--- src/rtl/sfs_pkg.sv ---
// Purpose: Shared constants and types for the serial flash status register block.
// Assumes: Opcodes and bit positions as the device defines them.
// Notes: Timing counts are derived here from times in nanoseconds.
package sfs_pkg;

  // ===========================================================================
  // Opcodes
  localparam logic [7:0] OP_STATUS_READ = 8'h05;
  localparam logic [7:0] OP_STATUS_WRITE = 8'h01;
  localparam logic [7:0] OP_WRITE_ARM = 8'h06;
  localparam logic [7:0] OP_WRITE_DISARM = 8'h04;
  localparam logic [7:0] OP_VOLATILE_WRITE = 8'h50;
  localparam logic [7:0] OP_QUAD_ENTER = 8'h38;
  localparam logic [7:0] OP_QUAD_EXIT = 8'hff;
  localparam logic [7:0] OP_PAGE_WRITE = 8'h02;
  localparam logic [7:0] OP_QUAD_PAGE_WRITE = 8'h32;
  localparam logic [7:0] OP_SMALL_WIPE = 8'h20;
  localparam logic [7:0] OP_LARGE_WIPE = 8'hd8;
  localparam logic [7:0] OP_CHIP_WIPE_A = 8'hc7;
  localparam logic [7:0] OP_CHIP_WIPE_B = 8'h60;
  localparam logic [7:0] OP_CONFIG_ENTER_DEF = 8'h3a;

  // ===========================================================================
  // Status byte fields
  localparam int BIT_BUSY = 0;
  localparam int BIT_LATCH = 1;
  localparam int BIT_LEVEL_LO = 2;
  localparam int BIT_LEVEL_HI = 5;
  localparam int BIT_BOOT = 6;
  localparam int BIT_GUARD = 7;
  localparam int BIT_TOP_BOTTOM = 3;
  localparam int BIT_LOCK_SIZE = 4;
  localparam int BIT_PAUSE_SEL = 5;
  localparam int BIT_PIN_DIS = 6;
  localparam int BIT_AREA_LOCK = 7;

  // ===========================================================================
  // Reset values
  localparam logic [3:0] RST_LEVEL = 4'h0;
  localparam logic RST_GUARD = 1'b0;
  localparam logic RST_BOOT = 1'b0;
  localparam logic RST_TOP_BOTTOM = 1'b0;
  localparam logic RST_LOCK_SIZE = 1'b0;
  localparam logic RST_PIN_DIS = 1'b1;
  localparam logic RST_PAUSE_SEL = 1'b0;
  localparam logic RST_AREA_LOCK = 1'b0;

  // ===========================================================================
  // Timing
  localparam int CLK_NS = 40;
  localparam int NV_WRITE_NS = 2000;
  localparam int NV_WRITE_CYC = (NV_WRITE_NS + CLK_NS - 1) / CLK_NS;

  // ===========================================================================
  // Types
  typedef enum logic [3:0] {
    S_CMD = 4'b0001,
    S_READ = 4'b0010,
    S_WDATA = 4'b0100,
    S_SKIP = 4'b1000
  } sfs_state_t;

  typedef enum logic [2:0] {
    K_PAGE = 3'h0,
    K_QUAD_PAGE = 3'h1,
    K_SMALL_WIPE = 3'h2,
    K_LARGE_WIPE = 3'h3,
    K_CHIP_WIPE = 3'h4
  } sfs_kind_t;

  typedef struct packed {
    logic valid;
    sfs_kind_t kind;
  } sfs_op_t;

  typedef struct packed {
    logic [3:0] level;
    logic boot_en;
    logic top_bottom;
    logic lock_4k;
    logic area_lock;
  } sfs_prot_t;

endpackage : sfs_pkg

--- src/rtl/sfs_status.sv ---
// Purpose: Primary status register of a serial flash, with its serial read-out.
// Assumes: Host drives sclk and cs_n; an external engine runs program/erase.
// Notes: All pins are sampled by clk; sclk must be at most an eighth of clk.
// Function
// - Status read answered at any time
// - Status repeats while chip select low
// - Status read works in quad mode
// - Busy bit shows write cycle running
// - Latch bit gates writes and operations
// - Protect level written, blocks array writes
// - Level writes only outside hardware protection
// - Chip wipe only with zero protection
// - Boot lock protects selected boot area
// - Guard plus low pin freezes register
// - Guard pin ignored while pins disabled
// - Configuration mode shows alternate bit view
// - Top/bottom select written in configuration
// - Lock size selects sector or block
// - Pin disable and quad mode mask pins
// - Shared pin is pause or reset
// - Area lock set once, blocks writes
// - Busy flag shared with second register
// - Configuration bit two is reserved
// - Arm sets latch; completion clears it
// - Disarm clears latch and configuration mode
// - Volatile write skips latch and cycle
`timescale 1ns/10ps
module sfs_status #(
  parameter int NVW_CYC = sfs_pkg::NV_WRITE_CYC,
  parameter logic [7:0] CONFIG_ENTER_OP = sfs_pkg::OP_CONFIG_ENTER_DEF
) (
  input wire logic clk, // System clock, 25 MHz.
  input wire logic nrst, // Synchronous reset, active low.
  input wire logic sclk, // Serial clock pin from host.
  input wire logic cs_n, // Chip select pin, active low.
  input wire logic wp_n, // Write guard pin, active low.
  input wire logic [3:0] dq_i, // Data pins, input side.
  output logic [3:0] dq_o, // Data pins, output side.
  output logic [3:0] dq_oe, // Data pin output enables.
  input wire logic engine_busy, // Program/erase engine running.
  input wire logic engine_done, // Program/erase engine finished, pulse.
  output sfs_pkg::sfs_op_t op_req, // Accepted operation request, pulse.
  output sfs_pkg::sfs_prot_t prot, // Protection settings for the engine.
  output logic busy_flag, // Shared busy flag for second register.
  output logic guard_active, // Hardware protected mode in effect.
  output logic pause_en, // Shared pin acts as pause input.
  output logic reset_en // Shared pin acts as reset input.
);

  generate
    if (NVW_CYC < 1 || NVW_CYC > 65535) begin : g_bad_cyc
      $error("NVW_CYC out of range");
    end
  endgenerate

  // ===========================================================================
  // Pin synchronisation and edges
  logic sclk_s, cs_s, wp_s;
  logic [3:0] dq_s;
  logic sclk_d_r, cs_d_r;

  sfs_sync #(.W(7)) u_sync (
    .clk(clk),
    .nrst(nrst),
    .d({sclk, cs_n, wp_n, dq_i}),
    .rst_val(7'h7f),
    .q({sclk_s, cs_s, wp_s, dq_s})
  );

  always_ff @(posedge clk) begin
    if (!nrst) begin
      sclk_d_r <= 1'b1;
      cs_d_r <= 1'b1;
    end else begin
      sclk_d_r <= sclk_s;
      cs_d_r <= cs_s;
    end
  end

  wire sclk_rise = sclk_s & ~sclk_d_r & ~cs_s;
  wire sclk_fall = ~sclk_s & sclk_d_r & ~cs_s;
  wire cs_rise = cs_s & ~cs_d_r;

  // ===========================================================================
  // Register state
  sfs_pkg::sfs_state_t state_r, state_nxt;
  logic [2:0] bit_cnt_r, out_cnt_r;
  logic [7:0] in_sr_r, out_sr_r, cmd_r, data_r;
  logic cmd_ok_r, data_ok_r;
  logic quad_r, cfg_mode_r, wel_r, vol_en_r;
  logic [15:0] nvw_cnt_r;
  logic [7:0] pend_r;
  logic pend_cfg_r;
  logic guard_r, boot_r, tb_r, lsz_r, pin_dis_r, pause_restart_pin_select_r, area_lock_r;
  logic [3:0] level_r;
  logic [3:0] dq_o_r, dq_oe_r;
  sfs_pkg::sfs_op_t op_r;

  // ===========================================================================
  // Serial shift-in
  wire [3:0] step = quad_r ? 4'h4 : 4'h1;
  wire [3:0] bit_sum = {1'b0, bit_cnt_r} + step;
  wire byte_done = sclk_rise & bit_sum[3];
  wire [7:0] in_nxt = quad_r ? {in_sr_r[3:0], dq_s} : {in_sr_r[6:0], dq_s[0]};

  always_comb begin
    state_nxt = state_r;
    unique case (state_r)
      sfs_pkg::S_CMD: begin
        if (byte_done) begin
          if (in_nxt == sfs_pkg::OP_STATUS_READ) begin
            state_nxt = sfs_pkg::S_READ;
          end else if (in_nxt == sfs_pkg::OP_STATUS_WRITE) begin
            state_nxt = sfs_pkg::S_WDATA;
          end else begin
            state_nxt = sfs_pkg::S_SKIP;
          end
        end
      end
      sfs_pkg::S_WDATA: begin
        if (byte_done) begin
          state_nxt = sfs_pkg::S_SKIP;
        end
      end
      sfs_pkg::S_READ: state_nxt = sfs_pkg::S_READ;
      sfs_pkg::S_SKIP: state_nxt = sfs_pkg::S_SKIP;
      default: state_nxt = sfs_pkg::S_CMD;
    endcase
  end

  always_ff @(posedge clk) begin
    if (!nrst || cs_s) begin
      state_r <= sfs_pkg::S_CMD;
      bit_cnt_r <= 3'h0;
      in_sr_r <= 8'h00;
    end else begin
      state_r <= state_nxt;
      if (sclk_rise) begin
        bit_cnt_r <= bit_sum[2:0];
        in_sr_r <= in_nxt;
      end
    end
  end

  always_ff @(posedge clk) begin
    if (!nrst) begin
      cmd_r <= 8'h00;
      data_r <= 8'h00;
      cmd_ok_r <= 1'b0;
      data_ok_r <= 1'b0;
    end else if (cs_s) begin
      cmd_ok_r <= 1'b0;
      data_ok_r <= 1'b0;
    end else if (byte_done && state_r == sfs_pkg::S_CMD) begin
      cmd_r <= in_nxt;
      cmd_ok_r <= 1'b1;
    end else if (byte_done && state_r == sfs_pkg::S_WDATA) begin
      data_r <= in_nxt;
      data_ok_r <= 1'b1;
    end
  end

  // ===========================================================================
  // Status byte and derived controls
  wire nvw_busy = nvw_cnt_r != 16'h0000;
  assign busy_flag = engine_busy | nvw_busy;
  wire pin_fn_en = ~pin_dis_r & ~quad_r;
  wire hw_prot = guard_r & ~wp_s & pin_fn_en;
  assign guard_active = hw_prot;
  assign pause_en = pin_fn_en & ~pause_restart_pin_select_r;
  assign reset_en = pin_fn_en & pause_restart_pin_select_r;
  wire [7:0] stat_cfg = {area_lock_r, pin_dis_r, pause_restart_pin_select_r, lsz_r, tb_r, 1'b0, wel_r, busy_flag};
  wire [7:0] stat_norm = {guard_r, boot_r, level_r, wel_r, busy_flag};
  wire [7:0] stat_byte = cfg_mode_r ? stat_cfg : stat_norm;
  assign prot = '{level: level_r, boot_en: boot_r, top_bottom: tb_r,
                  lock_4k: lsz_r, area_lock: area_lock_r};

  // ===========================================================================
  // Serial shift-out
  wire read_fall = sclk_fall && state_r == sfs_pkg::S_READ;
  wire [7:0] out_src = out_cnt_r == 3'h0 ? stat_byte : out_sr_r;
  wire [7:0] out_shift = quad_r ? {out_src[3:0], 4'h0} : {out_src[6:0], 1'b0};
  wire [2:0] out_cnt_nxt = 3'(out_cnt_r + step[2:0]);

  always_ff @(posedge clk) begin
    if (!nrst || cs_s) begin
      out_cnt_r <= 3'h0;
      out_sr_r <= 8'h00;
      dq_o_r <= 4'h0;
      dq_oe_r <= 4'h0;
    end else if (read_fall) begin
      out_cnt_r <= out_cnt_nxt;
      out_sr_r <= out_shift;
      dq_o_r <= quad_r ? out_src[7:4] : {2'b00, out_src[7], 1'b0};
      dq_oe_r <= quad_r ? 4'hf : 4'h2;
    end
  end

  assign dq_o = dq_o_r;
  assign dq_oe = dq_oe_r;

  // ===========================================================================
  // Command execution at end of frame
  wire exec = cs_rise & cmd_ok_r;
  wire do_arm = exec && cmd_r == sfs_pkg::OP_WRITE_ARM;
  wire do_disarm = exec && cmd_r == sfs_pkg::OP_WRITE_DISARM;
  wire do_vol = exec && cmd_r == sfs_pkg::OP_VOLATILE_WRITE;
  wire do_cfg = exec && cmd_r == CONFIG_ENTER_OP;
  wire do_qin = exec && !quad_r && cmd_r == sfs_pkg::OP_QUAD_ENTER;
  wire do_qout = exec && quad_r && cmd_r == sfs_pkg::OP_QUAD_EXIT;
  wire is_status_write_cmd = exec && cmd_r == sfs_pkg::OP_STATUS_WRITE && data_ok_r;
  wire status_write_cmd_ok = is_status_write_cmd && (wel_r || vol_en_r) && !hw_prot && !busy_flag;
  wire wr_now = status_write_cmd_ok && vol_en_r;
  wire nv_start = status_write_cmd_ok && !vol_en_r;
  wire nv_end = nvw_cnt_r == 16'h0001;
  wire [7:0] wr_val = wr_now ? data_r : pend_r;
  wire wr_cfg = wr_now ? cfg_mode_r : pend_cfg_r;
  wire wr_apply = wr_now | nv_end;

  wire is_chip = cmd_r == sfs_pkg::OP_CHIP_WIPE_A || cmd_r == sfs_pkg::OP_CHIP_WIPE_B;
  wire is_op = cmd_r == sfs_pkg::OP_PAGE_WRITE || cmd_r == sfs_pkg::OP_QUAD_PAGE_WRITE ||
               cmd_r == sfs_pkg::OP_SMALL_WIPE || cmd_r == sfs_pkg::OP_LARGE_WIPE || is_chip;
  wire chip_ok = level_r == sfs_pkg::RST_LEVEL && !boot_r;
  wire op_go = exec && is_op && wel_r && !busy_flag && (!is_chip || chip_ok);
  sfs_pkg::sfs_kind_t op_kind;
  assign op_kind = is_chip ? sfs_pkg::K_CHIP_WIPE :
                   cmd_r == sfs_pkg::OP_PAGE_WRITE ? sfs_pkg::K_PAGE :
                   cmd_r == sfs_pkg::OP_QUAD_PAGE_WRITE ? sfs_pkg::K_QUAD_PAGE :
                   cmd_r == sfs_pkg::OP_SMALL_WIPE ? sfs_pkg::K_SMALL_WIPE :
                   sfs_pkg::K_LARGE_WIPE;

  always_ff @(posedge clk) begin
    if (!nrst) begin
      op_r <= '{valid: 1'b0, kind: sfs_pkg::K_PAGE};
    end else begin
      op_r <= '{valid: op_go, kind: op_kind};
    end
  end
  assign op_req = op_r;

  // ===========================================================================
  // Modes and latch
  // clear on completion, arm wins
  wire wel_nxt = do_arm | (wel_r & ~do_disarm & ~nv_end & ~engine_done);

  always_ff @(posedge clk) begin
    if (!nrst) begin
      wel_r <= 1'b0;
      vol_en_r <= 1'b0;
      quad_r <= 1'b0;
      cfg_mode_r <= 1'b0;
    end else begin
      wel_r <= wel_nxt;
      if (exec) begin
        vol_en_r <= do_vol;
      end
      quad_r <= (quad_r | do_qin) & ~do_qout;
      cfg_mode_r <= (cfg_mode_r | do_cfg) & ~do_disarm;
    end
  end

  // ===========================================================================
  // Status write cycle
  always_ff @(posedge clk) begin
    if (!nrst) begin
      nvw_cnt_r <= 16'h0000;
      pend_r <= 8'h00;
      pend_cfg_r <= 1'b0;
    end else if (nv_start) begin
      nvw_cnt_r <= 16'(NVW_CYC);
      pend_r <= data_r;
      pend_cfg_r <= cfg_mode_r;
    end else if (nvw_busy) begin
      nvw_cnt_r <= nvw_cnt_r - 16'h0001;
    end
  end

  // busy and latch bits never loaded from data
  always_ff @(posedge clk) begin
    if (!nrst) begin
      guard_r <= sfs_pkg::RST_GUARD;
      boot_r <= sfs_pkg::RST_BOOT;
      level_r <= sfs_pkg::RST_LEVEL;
      tb_r <= sfs_pkg::RST_TOP_BOTTOM;
      lsz_r <= sfs_pkg::RST_LOCK_SIZE;
      pin_dis_r <= sfs_pkg::RST_PIN_DIS;
      pause_restart_pin_select_r <= sfs_pkg::RST_PAUSE_SEL;
      area_lock_r <= sfs_pkg::RST_AREA_LOCK;
    end else if (wr_apply && wr_cfg) begin
      area_lock_r <= area_lock_r | wr_val[sfs_pkg::BIT_AREA_LOCK];
      pin_dis_r <= wr_val[sfs_pkg::BIT_PIN_DIS];
      pause_restart_pin_select_r <= wr_val[sfs_pkg::BIT_PAUSE_SEL];
      lsz_r <= wr_val[sfs_pkg::BIT_LOCK_SIZE];
      tb_r <= wr_val[sfs_pkg::BIT_TOP_BOTTOM];
    end else if (wr_apply) begin
      guard_r <= wr_val[sfs_pkg::BIT_GUARD];
      boot_r <= wr_val[sfs_pkg::BIT_BOOT];
      level_r <= wr_val[sfs_pkg::BIT_LEVEL_HI:sfs_pkg::BIT_LEVEL_LO];
    end
  end
endmodule : sfs_status

--- src/rtl/sfs_sync.sv ---
// Purpose: Two flip-flop synchroniser for a group of pin inputs.
// Assumes: Inputs are asynchronous to clk.
// Notes: The first stage feeds only the second stage.
`timescale 1ns/10ps
module sfs_sync #(
  parameter int W = 7
) (
  input wire logic clk, // System clock.
  input wire logic nrst, // Synchronous reset, active low.
  input wire logic [W-1:0] d, // Asynchronous inputs.
  input wire logic [W-1:0] rst_val, // Constant level held during reset.
  output logic [W-1:0] q // Synchronised outputs.
);

  logic [W-1:0] meta_r;

  // ===========================================================================
  // Per-bit stages
  genvar i;
  generate
    for (i = 0; i < W; i++) begin : g_bit
      always_ff @(posedge clk) begin
        if (!nrst) begin
          meta_r[i] <= rst_val[i];
          q[i] <= rst_val[i];
        end else begin
          meta_r[i] <= d[i];
          q[i] <= meta_r[i];
        end
      end
    end
  endgenerate

endmodule : sfs_sync

--- config.mk ---
export PLATFORM = sky130hd
export DESIGN_NAME = sfs_status
export DESIGN_NICKNAME = d
export VERILOG_FILES = /design/src/rtl/sfs_pkg.sv /design/src/rtl/sfs_status.sv /design/src/rtl/sfs_sync.sv
export SDC_FILE = /design/constraint.sdc
export NUM_CORES = 1
export LEC_CHECK = 0
export BUFFER_PORTS_ARGS = -buffer_cell sky130_fd_sc_hd__buf_2
export CORE_MARGIN = 3
export CORE_UTILIZATION = 35
export CTS_CLUSTER_DIAMETER = 40
export DETAILED_ROUTE_END_ITERATION = 6
export GPL_TIMING_DRIVEN = 0
export HOLD_SLACK_MARGIN = 0.12
export SLEW_MARGIN = 20
export SYNTH_ARGS = -nofsm -noshare
export SYNTH_HDL_FRONTEND = slang
export SYNTH_SLANG_ARGS = --single-unit
--- constraint.sdc ---
create_clock -name clk -period 2.85 [get_ports clk]
set_clock_uncertainty 0.05 [all_clocks]
set_input_delay 0.1425 -clock clk [delete_from_list [all_inputs] [get_ports clk]]
set_output_delay 0.1425 -clock clk [all_outputs]
set_load 0.01 [all_outputs]
==> impl_results.md, run 1 <==
* Outcome: complete, no violations
* Cell Area, Synth at approximately 4800 µm²
* Clock-pin slew on the worst setup and hold paths at ~70 ps
* Clock power share at 33.6%
* Crit path arrival time at 2850 ps
* Layout Nets at around 620
* Depth of the most critical reg-to-reg path at 10
* Count of final setup violators at 0
* Yosys Warn Count at 0
* Clk_lat worst skew at about 350 ps
* Drt first pass iters at 4
* Max Slew Vio Count at 0
* Sw power at around 0.0013 W
* Initial antenna violation count at 0
* H-Tree Depth at 3
* Critical path required time at roughly 3100 ps
* Worst-path cell chain: buf_2, buf_2, inv_2, ha_1, a31oi_1, or3_1, and4bb_2, clkbuf_4, nor2_1, a211oi_1
* Combinational group share of total power at about a quarter
* PD cells at between 700 and 800 nW/µm²
* Top_reg_cell synth: dfxtp_1
* Port Buffers at 33
* TritonCTS clock tree: done
* Critical R2R Capture: data_r[6]$_SDFFE_PN0P_
* Vias in the first global route at between 4,000 and 5,000
* Final Hold Fails at 0
* First-pass GRT wire length at slightly above 20,000 µm
* Static leakage power at 2.07 nW
* Crit-path max cell delay at between 400 and 500 ps
* Die ar. at approximately 15,000 µm²
* IO Pins at 35
* Worst-Margin Slew at 930 ps
* CTS Buffer Depth at 2
* Seq pwr share at between 40% and 50%
* Hold Path Depth at 2
* Most frequent CP cell: buf_2
* Via density at roughly 5.3
* DRT Wirelength at 12,300 µm
* Routed Antenna Nets at 0
* Cell Int Power at between 0.002 and 0.003 W
* Minimum clock period at between 2000 and 3000 ps
* Worst hold start: nrst
* CP max-delay cell: or3_1
* Total Power at approximately 0.0042 W
* Post-DP HPWL at slightly below 9000 µm
* Startpoint Class: flop
* Mapped Nets at 566
* RR Startpoint: quad_r$_SDFF_PN0_
* Worst VDD drop at ~430 µV
* Final setup TNS at 0 ps
* Reg2reg setup slack at 220 ps
* Hold crit path type: in2reg
* Crit Path Category: reg2reg
* N_diodes at 0
* Hold Path Sink: u_sync.q[5]$_SDFF_PN1_
* Placed cell count at roughly 760
* Via count at roughly 4,000
* Unrepaired setup endpoints after global routing: false
* Ratio of cells with drive above 1 in the final layout at between 10% and 20%
* Mapped Cells at ~550
* Root Buffer: clkbuf_16
* DRC Markers at 0
* Util after Layout at roughly 42%
* FP Rows at 42
* Die span in y at ~120 µm
* Synth unique cells at 57
* Max-cap violations at 0
* Switching part of the total power at a little under a third
* Relative slew slack at around 36%
* GR Util All Layers at about 17%
* Crit. End Element: flop
* Ys async rst share at 0%
* Tcrit/Tclk final at 92.4%
* Clock Sinks at 104
* Core area at 13,400 µm²
* Non-filler instance count after layout at around 800
* Routability cong. at around 0.90
* Initial Util at between 30% and 40%
* Largest net degree at the start of global routing at 18
* DR WL/cell at between 15 and 20 µm
* Max FO, Critical Path at 10
* Peak Freq at 0.380 GHz
* Seq cells post-synth at between 100 and 150
* Mean Syn Cell Area at around 8.9 µm²
* Sequential share of the synthesized area at between 40% and 50%
* Number of synthesized flops with an enable pin at 0
* Die X at ~120 µm
* Area delta synth->final at 17.2%
* First DRT Iteration DRCs at between 200 and 300
* TritonCTS Buffers at 9
* GRT overflow at 0
-- what timing repair did --
action,4_1_cts,5_1_grt
endpoints found under the hold margin,8,0
setup endpoints to repair,17,18
hold buffers,8,0
resized for setup,4,5
buffers inserted,1,0
pin swaps,1,0
-- sequential cells by signal, summed over array words and instances, names as in the netlist, 2 cells and up --
name	count
pend_r	6
u_sync.q	7
out_cnt_r	3
state_r	4
cmd_r	8
bit_cnt_r	3
in_sr_r	7
u_sync.meta_r	7
dq_oe	2
data_r	6
dq_o	4
nvw_cnt_r	16
op_req	4
out_sr_r	7
level_r	4
-- area by class of cell --
cell class	instances	area, µm²
inverters	7	26.3
flip-flops and latches	104	2080
clock buffers	9	225
clock inverters	7	118
repair buffers	42	253
well taps	176	220
fillers	1344	7720
plain buffers	39	185
multi-input cells	397	2570
-- worst max path at each step --
stage / from / end / slack, ps / cells after the start
final: quad_r$_SDFF_PN0_ / data_r[6]$_SDFFE_PN0P_ / 220 / 10
after global routing: quad_r$_SDFF_PN0_ / state_r[1]$_SDFFE_PP0P_ / 9 / 6
after CTS: quad_r$_SDFF_PN0_ / data_r[4]$_SDFFE_PN0P_ / 80 / 10
after detailed placement: quad_r$_SDFF_PN0_ / state_r[2]$_SDFFE_PP0P_ / -390 / 10
after global placement: quad_r$_SDFF_PN0_ / state_r[2]$_SDFFE_PP0P_ / -380 / 10
after floorplan: quad_r$_SDFF_PN0_ / cmd_r[6]$_SDFFE_PN0P_ / 310 / 10
-- worst max-delay path, delay by kind of cell, from the launching register on --
| kind | cells | cell delay (ps) |
|---|---|---|
| adder cells (fa/ha/maj) | 1 | 180 |
| flip-flops | 1 | 320 |
| AO/OA/AOI/OAI | 2 | 310 |
| AND/OR/NAND/NOR | 3 | 870 |
| buffers and inverters | 4 | 810 |
-- power by group through the flow --
stage / clock (W) / combinational [W] / sequential (W)
floorplan: 0 / 0.000874 / 0.00171
global placement: 0 / 0.00106 / 0.00173
detailed placement: 0 / 0.00108 / 0.00174
CTS: 0.00146 / 0.00109 / 0.00171
global route: 0.00152 / 0.00123 / 0.00173
finish: 0.00142 / 0.00109 / 0.00171
-- Yosys cell counts, drive strengths merged (3+ instances only) --
library cell    n  area (µm²)
nand2          46         173
mux2i          32         320
a211oi         23         173
a2111oi         3        26.3
xnor2          10        87.6
ha              8         100
nand4           6        37.5
nor3b           3        22.5
nand3          11        55.1
a21oi          38         190
nor4           10        98.8
nor3           16         100
dfxtp         104        2080
clkbuf         27         101
nand2b         22         138
nor2b           5        31.3
inv             7        26.3
nand4b          6        52.6
or4             6        52.6
o21ai          17        85.1
or3             4        25.0
buf            12        77.6
a31oi           4        25.0
or4b            3        30.0
xor2            7        61.3
mux2           11         124
nand3b          4        30.0
nor4b           4        35.0
nor2           73         274
-- routing by layer --
layer | up-vias | track usage, % | routed length [µm]
met5 | - | 0 | 0
met4 | 0 | 6.09 | 244
met3 | 17 | 4.41 | 455
met2 | 74 | 28.2 | 5930
met1 | 1951 | 21.8 | 5660
li1 | 2066 | - | -
-- cells in the final DEF (no fill, tap or decap), drive strengths merged, types with 9 or more instances in the layout --
| master | count |
|---|---|
| mux2i | 32 |
| nor3 | 16 |
| dfxtp | 104 |
| nand2 | 46 |
| nand2b | 22 |
| o21ai | 17 |
| mux2 | 11 |
| a211oi | 23 |
| nor2 | 73 |
| clkbuf | 36 |
| nor4 | 10 |
| buf | 46 |
| xnor2 | 10 |
| a21oi | 38 |
| nand3 | 11 |
| inv | 9 |
-- metrics by stage --
stage	worst slack, ps	hold slack [ps]	cell area (µm²)
final	217	156	5680
after global routing	9.29	168	5680
after CTS	77.1	158	5670
after detailed placement	-388	278	5230
after global placement	-375	272	5230
after floorplan	311	194	4850
-- kinds of logic after synthesis --
| kind of cell | Yosys count | synth area share [%] |
|---|---|---|
| AND/OR/NAND/NOR | 228 | 25.4 |
| flip-flops | 104 | 43.0 |
| adder cells (fa/ha/maj) | 8 | 2.07 |
| XOR/XNOR | 17 | 3.07 |
| AO/OA/AOI/OAI | 101 | 13.1 |
| buffers and inverters | 46 | 4.23 |
| multiplexers | 43 | 9.17 |
Power figures use the tool's default switching activity.
==> run 2, diff against run 1 <==
--- a/config.mk
+++ b/config.mk
@@ -6,12 +6,16 @@
 export NUM_CORES = 1
 export LEC_CHECK = 0
 export BUFFER_PORTS_ARGS = -buffer_cell sky130_fd_sc_hd__buf_2
+export CAP_MARGIN = 25
+export CELL_PAD_IN_SITES_DETAIL_PLACEMENT = 1
+export CELL_PAD_IN_SITES_GLOBAL_PLACEMENT = 1
 export CORE_MARGIN = 3
 export CORE_UTILIZATION = 35
 export CTS_CLUSTER_DIAMETER = 40
 export DETAILED_ROUTE_END_ITERATION = 6
 export GPL_TIMING_DRIVEN = 0
 export HOLD_SLACK_MARGIN = 0.12
+export PLACE_DENSITY_LB_ADDON = 0.1
 export SLEW_MARGIN = 20
 export SYNTH_ARGS = -nofsm -noshare
 export SYNTH_HDL_FRONTEND = slang
==> impl_results.md, run 2 (synthesis results as in run 1) <==
* Outcome: complete, no violations (unchanged)
* Unrepaired setup endpoints after global routing: false (unchanged)
* Routability cong. at 0.805 (was 0.899)
* Placed cell count at 756 (unchanged)
* Die X at 124 µm (unchanged)
* Non-filler instance count after layout at 783 (was 781)
* Max reg flops at 16 (unchanged)
* Count of final setup violators at 0 (unchanged)
* Routed Antenna Nets at 0 (unchanged)
* Crit path arrival time at 2860 ps (was 2850 ps)
* Core area at 13,400 µm² (unchanged)
* Hold Path Depth at 3 (was 2)
* GRT overflow at 0 (unchanged)
* FP Rows at 42 (unchanged)
* Layout Nets at 621 (was 619)
* Die ar. at 15,300 µm² (unchanged)
* Worst VDD drop at 306 µV (was 428 µV)
* Initial Util at 36.2% (unchanged)
* Drt first pass iters at 4 (unchanged)
* Static leakage power at 2.04 nW (was 2.07 nW)
* IO Pins at 35 (unchanged)
* Largest net degree at the start of global routing at 17 (was 18)
* First DRT Iteration DRCs at 180 (was 269)
* Critical path required time at 3060 ps (was 3070 ps)
* N_diodes at 0 (unchanged)
* Hold Slack at 156 ps (about the same)
* Clock-pin slew on the worst setup and hold paths at 80 ps (was 70 ps)
* Biggest regs: nvw_cnt_r (16), cmd_r (8) (unchanged)
* Via count at 4,107 (was 4,108)
* Worst hold start: engine_busy (was nrst)
* Root Buffer: clkbuf_16 (unchanged)
* TritonCTS Buffers at 9 (unchanged)
* TritonCTS clock tree: done (unchanged)
* Peak Freq at 0.378 GHz (was 0.380 GHz)
* DR WL/cell at 17.3 µm (was 15.7 µm)
* Most frequent cells in the layout: 104 x dfxtp_1, 73 x nor2_1, 46 x nand2_1 (unchanged)
* Tcrit/Tclk final at 92.8% (was 92.4%)
* Max Slew Vio Count at 0 (unchanged)
* Crit Path Category: reg2reg (unchanged)
* DRT Wirelength at 13,600 µm (was 12,300 µm)
* Final setup TNS at 0 ps (unchanged)
* Ratio of cells with drive above 1 in the final layout at 14.0% (was 14.2%)
* Area delta synth->final at 16.4% (was 17.2%)
* Initial antenna violation count at 0 (unchanged)
* Via density at 5.25 (was 5.26)
* Most common cell after layout, fill and taps aside: dfxtp_1 (unchanged)
* Total Power at 0.00401 W (was 0.00423 W)
* Startpoint Class: flop (unchanged)
* Critical R2R Capture: data_r[6]$_SDFFE_PN0P_ (unchanged)
* Reg2reg setup slack at 210 ps (was 220 ps)
* DRC Markers at 0 (unchanged)
* Depth of the most critical reg-to-reg path at 10 (unchanged)
* Max-cap violations at 0 (unchanged)
* CTS Buffer Depth at 2 (unchanged)
* GR Util All Layers at 18.6% (was 17.1%)
* Clock Sinks at 104 (unchanged)
* Hold crit path type: in2reg (unchanged)
* Worst-Margin Slew at 944 ps (was 930 ps)
* Crit. End Element: flop (unchanged)
* First-pass GRT wire length at 22,100 µm (was 20,500 µm)
* Post-DP HPWL at 10,000 µm (was 8820 µm)
* Minimum clock period at 2640 ps (was 2630 ps)
* RR Startpoint: quad_r$_SDFF_PN0_ (unchanged)
* Max FO, Critical Path at 10 (unchanged)
* Register with the most flip-flops: nvw_cnt_r (unchanged)
* Die span in y at 124 µm (unchanged)
* H-Tree Depth at 3 (unchanged)
* PD cells at 710 nW/µm² (was 745 nW/µm²)
* Relative slew slack at 36.6% (was 36.4%)
* Final Hold Fails at 0 (unchanged)
* Clk_lat worst skew at 350 ps (about the same)
* Vias in the first global route at 4,139 (was 4,068)
* Port Buffers at 33 (unchanged)
* Hold Path Sink: op_req[3]$_SDFF_PN0_ (was u_sync.q[5]$_SDFF_PN1_)
==> run 2: cell count changes in the layout (fill, tap and decap cells not counted), moves of 2 or more <==
| cell | delta |
|---|---|
| dlygate4sd3_1 | +2 |
| clkbuf_1 | +2 |
| clkinvlp_4 | +2 |
| bufinv_16 | -3 |
==> run 2: how the worst max path moves through the flow <==
stage	slack, ps	start	to	depth (start not counted)
CTS	30	quad_r$_SDFF_PN0_	data_r[6]$_SDFFE_PN0P_	10
global placement	-530	quad_r$_SDFF_PN0_	state_r[2]$_SDFFE_PP0P_	10
detailed placement	-490	quad_r$_SDFF_PN0_	state_r[2]$_SDFFE_PP0P_	10
floorplan	310	quad_r$_SDFF_PN0_	cmd_r[6]$_SDFFE_PN0P_	10
finish	210	quad_r$_SDFF_PN0_	data_r[6]$_SDFFE_PN0P_	10
global route	20	nvw_cnt_r[2]$_SDFFE_PP0P_	pause_restart_pin_select_r$_SDFFE_PN0P_	6
==> run 2: power by group <==
| group | leakage [nW] | internal [W] | switching, W | total, W |
|---|---|---|---|---|
| combinational | 1.07 | 0.000474 | 0.000644 | 0.00112 |
| sequential | 0.845 | 0.00157 | 0.000143 | 0.00171 |
| clock | 0.129 | 0.000620 | 0.000556 | 0.00118 |
==> run 2: layer usage <==
layer  global-route usage [%]  wire length, µm  vias to the layer above
li1                         -                -                     2067
met1                     25.1             6670                     1982
met2                     30.7             6400                       44
met3                     2.68              300                       14
met4                     6.09              201                        0
met5                        0                0                        -
==> run 2: cell type report <==
type                            instances  area (µm²)
Multi-Input combinational cell        397        2580
Sequential cell                       104        2080
Fill cell                            1593        7760
Inverter                                7        26.3
Timing Repair Buffer                   44         273
Buffer                                 39         188
Clock buffer                           12         246
Clock inverter                          4        28.8
Tap cell                              176         220
==> run 2: repair_timing <==
item,4_1_cts,5_1_grt
setup endpoints to repair,17,19
hold buffers,10,0
cloned,0,0
gates resized for setup,5,7
hold endpoints to repair,9,0
pin swaps,1,0
setup buffers,1,0
==> run 2: critical path, cell delays in order (launching register included) <==
cell and delay (ps):
dfxtp_1 330, buf_2 210, clkbuf_4 250, inv_2 150, ha_1 200, a31oi_1 120
or3_4 380, and4bb_2 370, clkbuf_4 220, nor2_1 60, a211oi_1 200
==> run 2: metrics by stage <==
stage | cell area [µm²] | util, % | setup slack (ps)
after floorplan | 4850 | - | 311
after CTS | 5620 | 42.0 | 30.0
after global placement | 5230 | 39.0 | -528
after detailed placement | 5230 | 39.0 | -486
final | 5640 | 42.1 | 206
after global routing | 5640 | 42.1 | 15.3
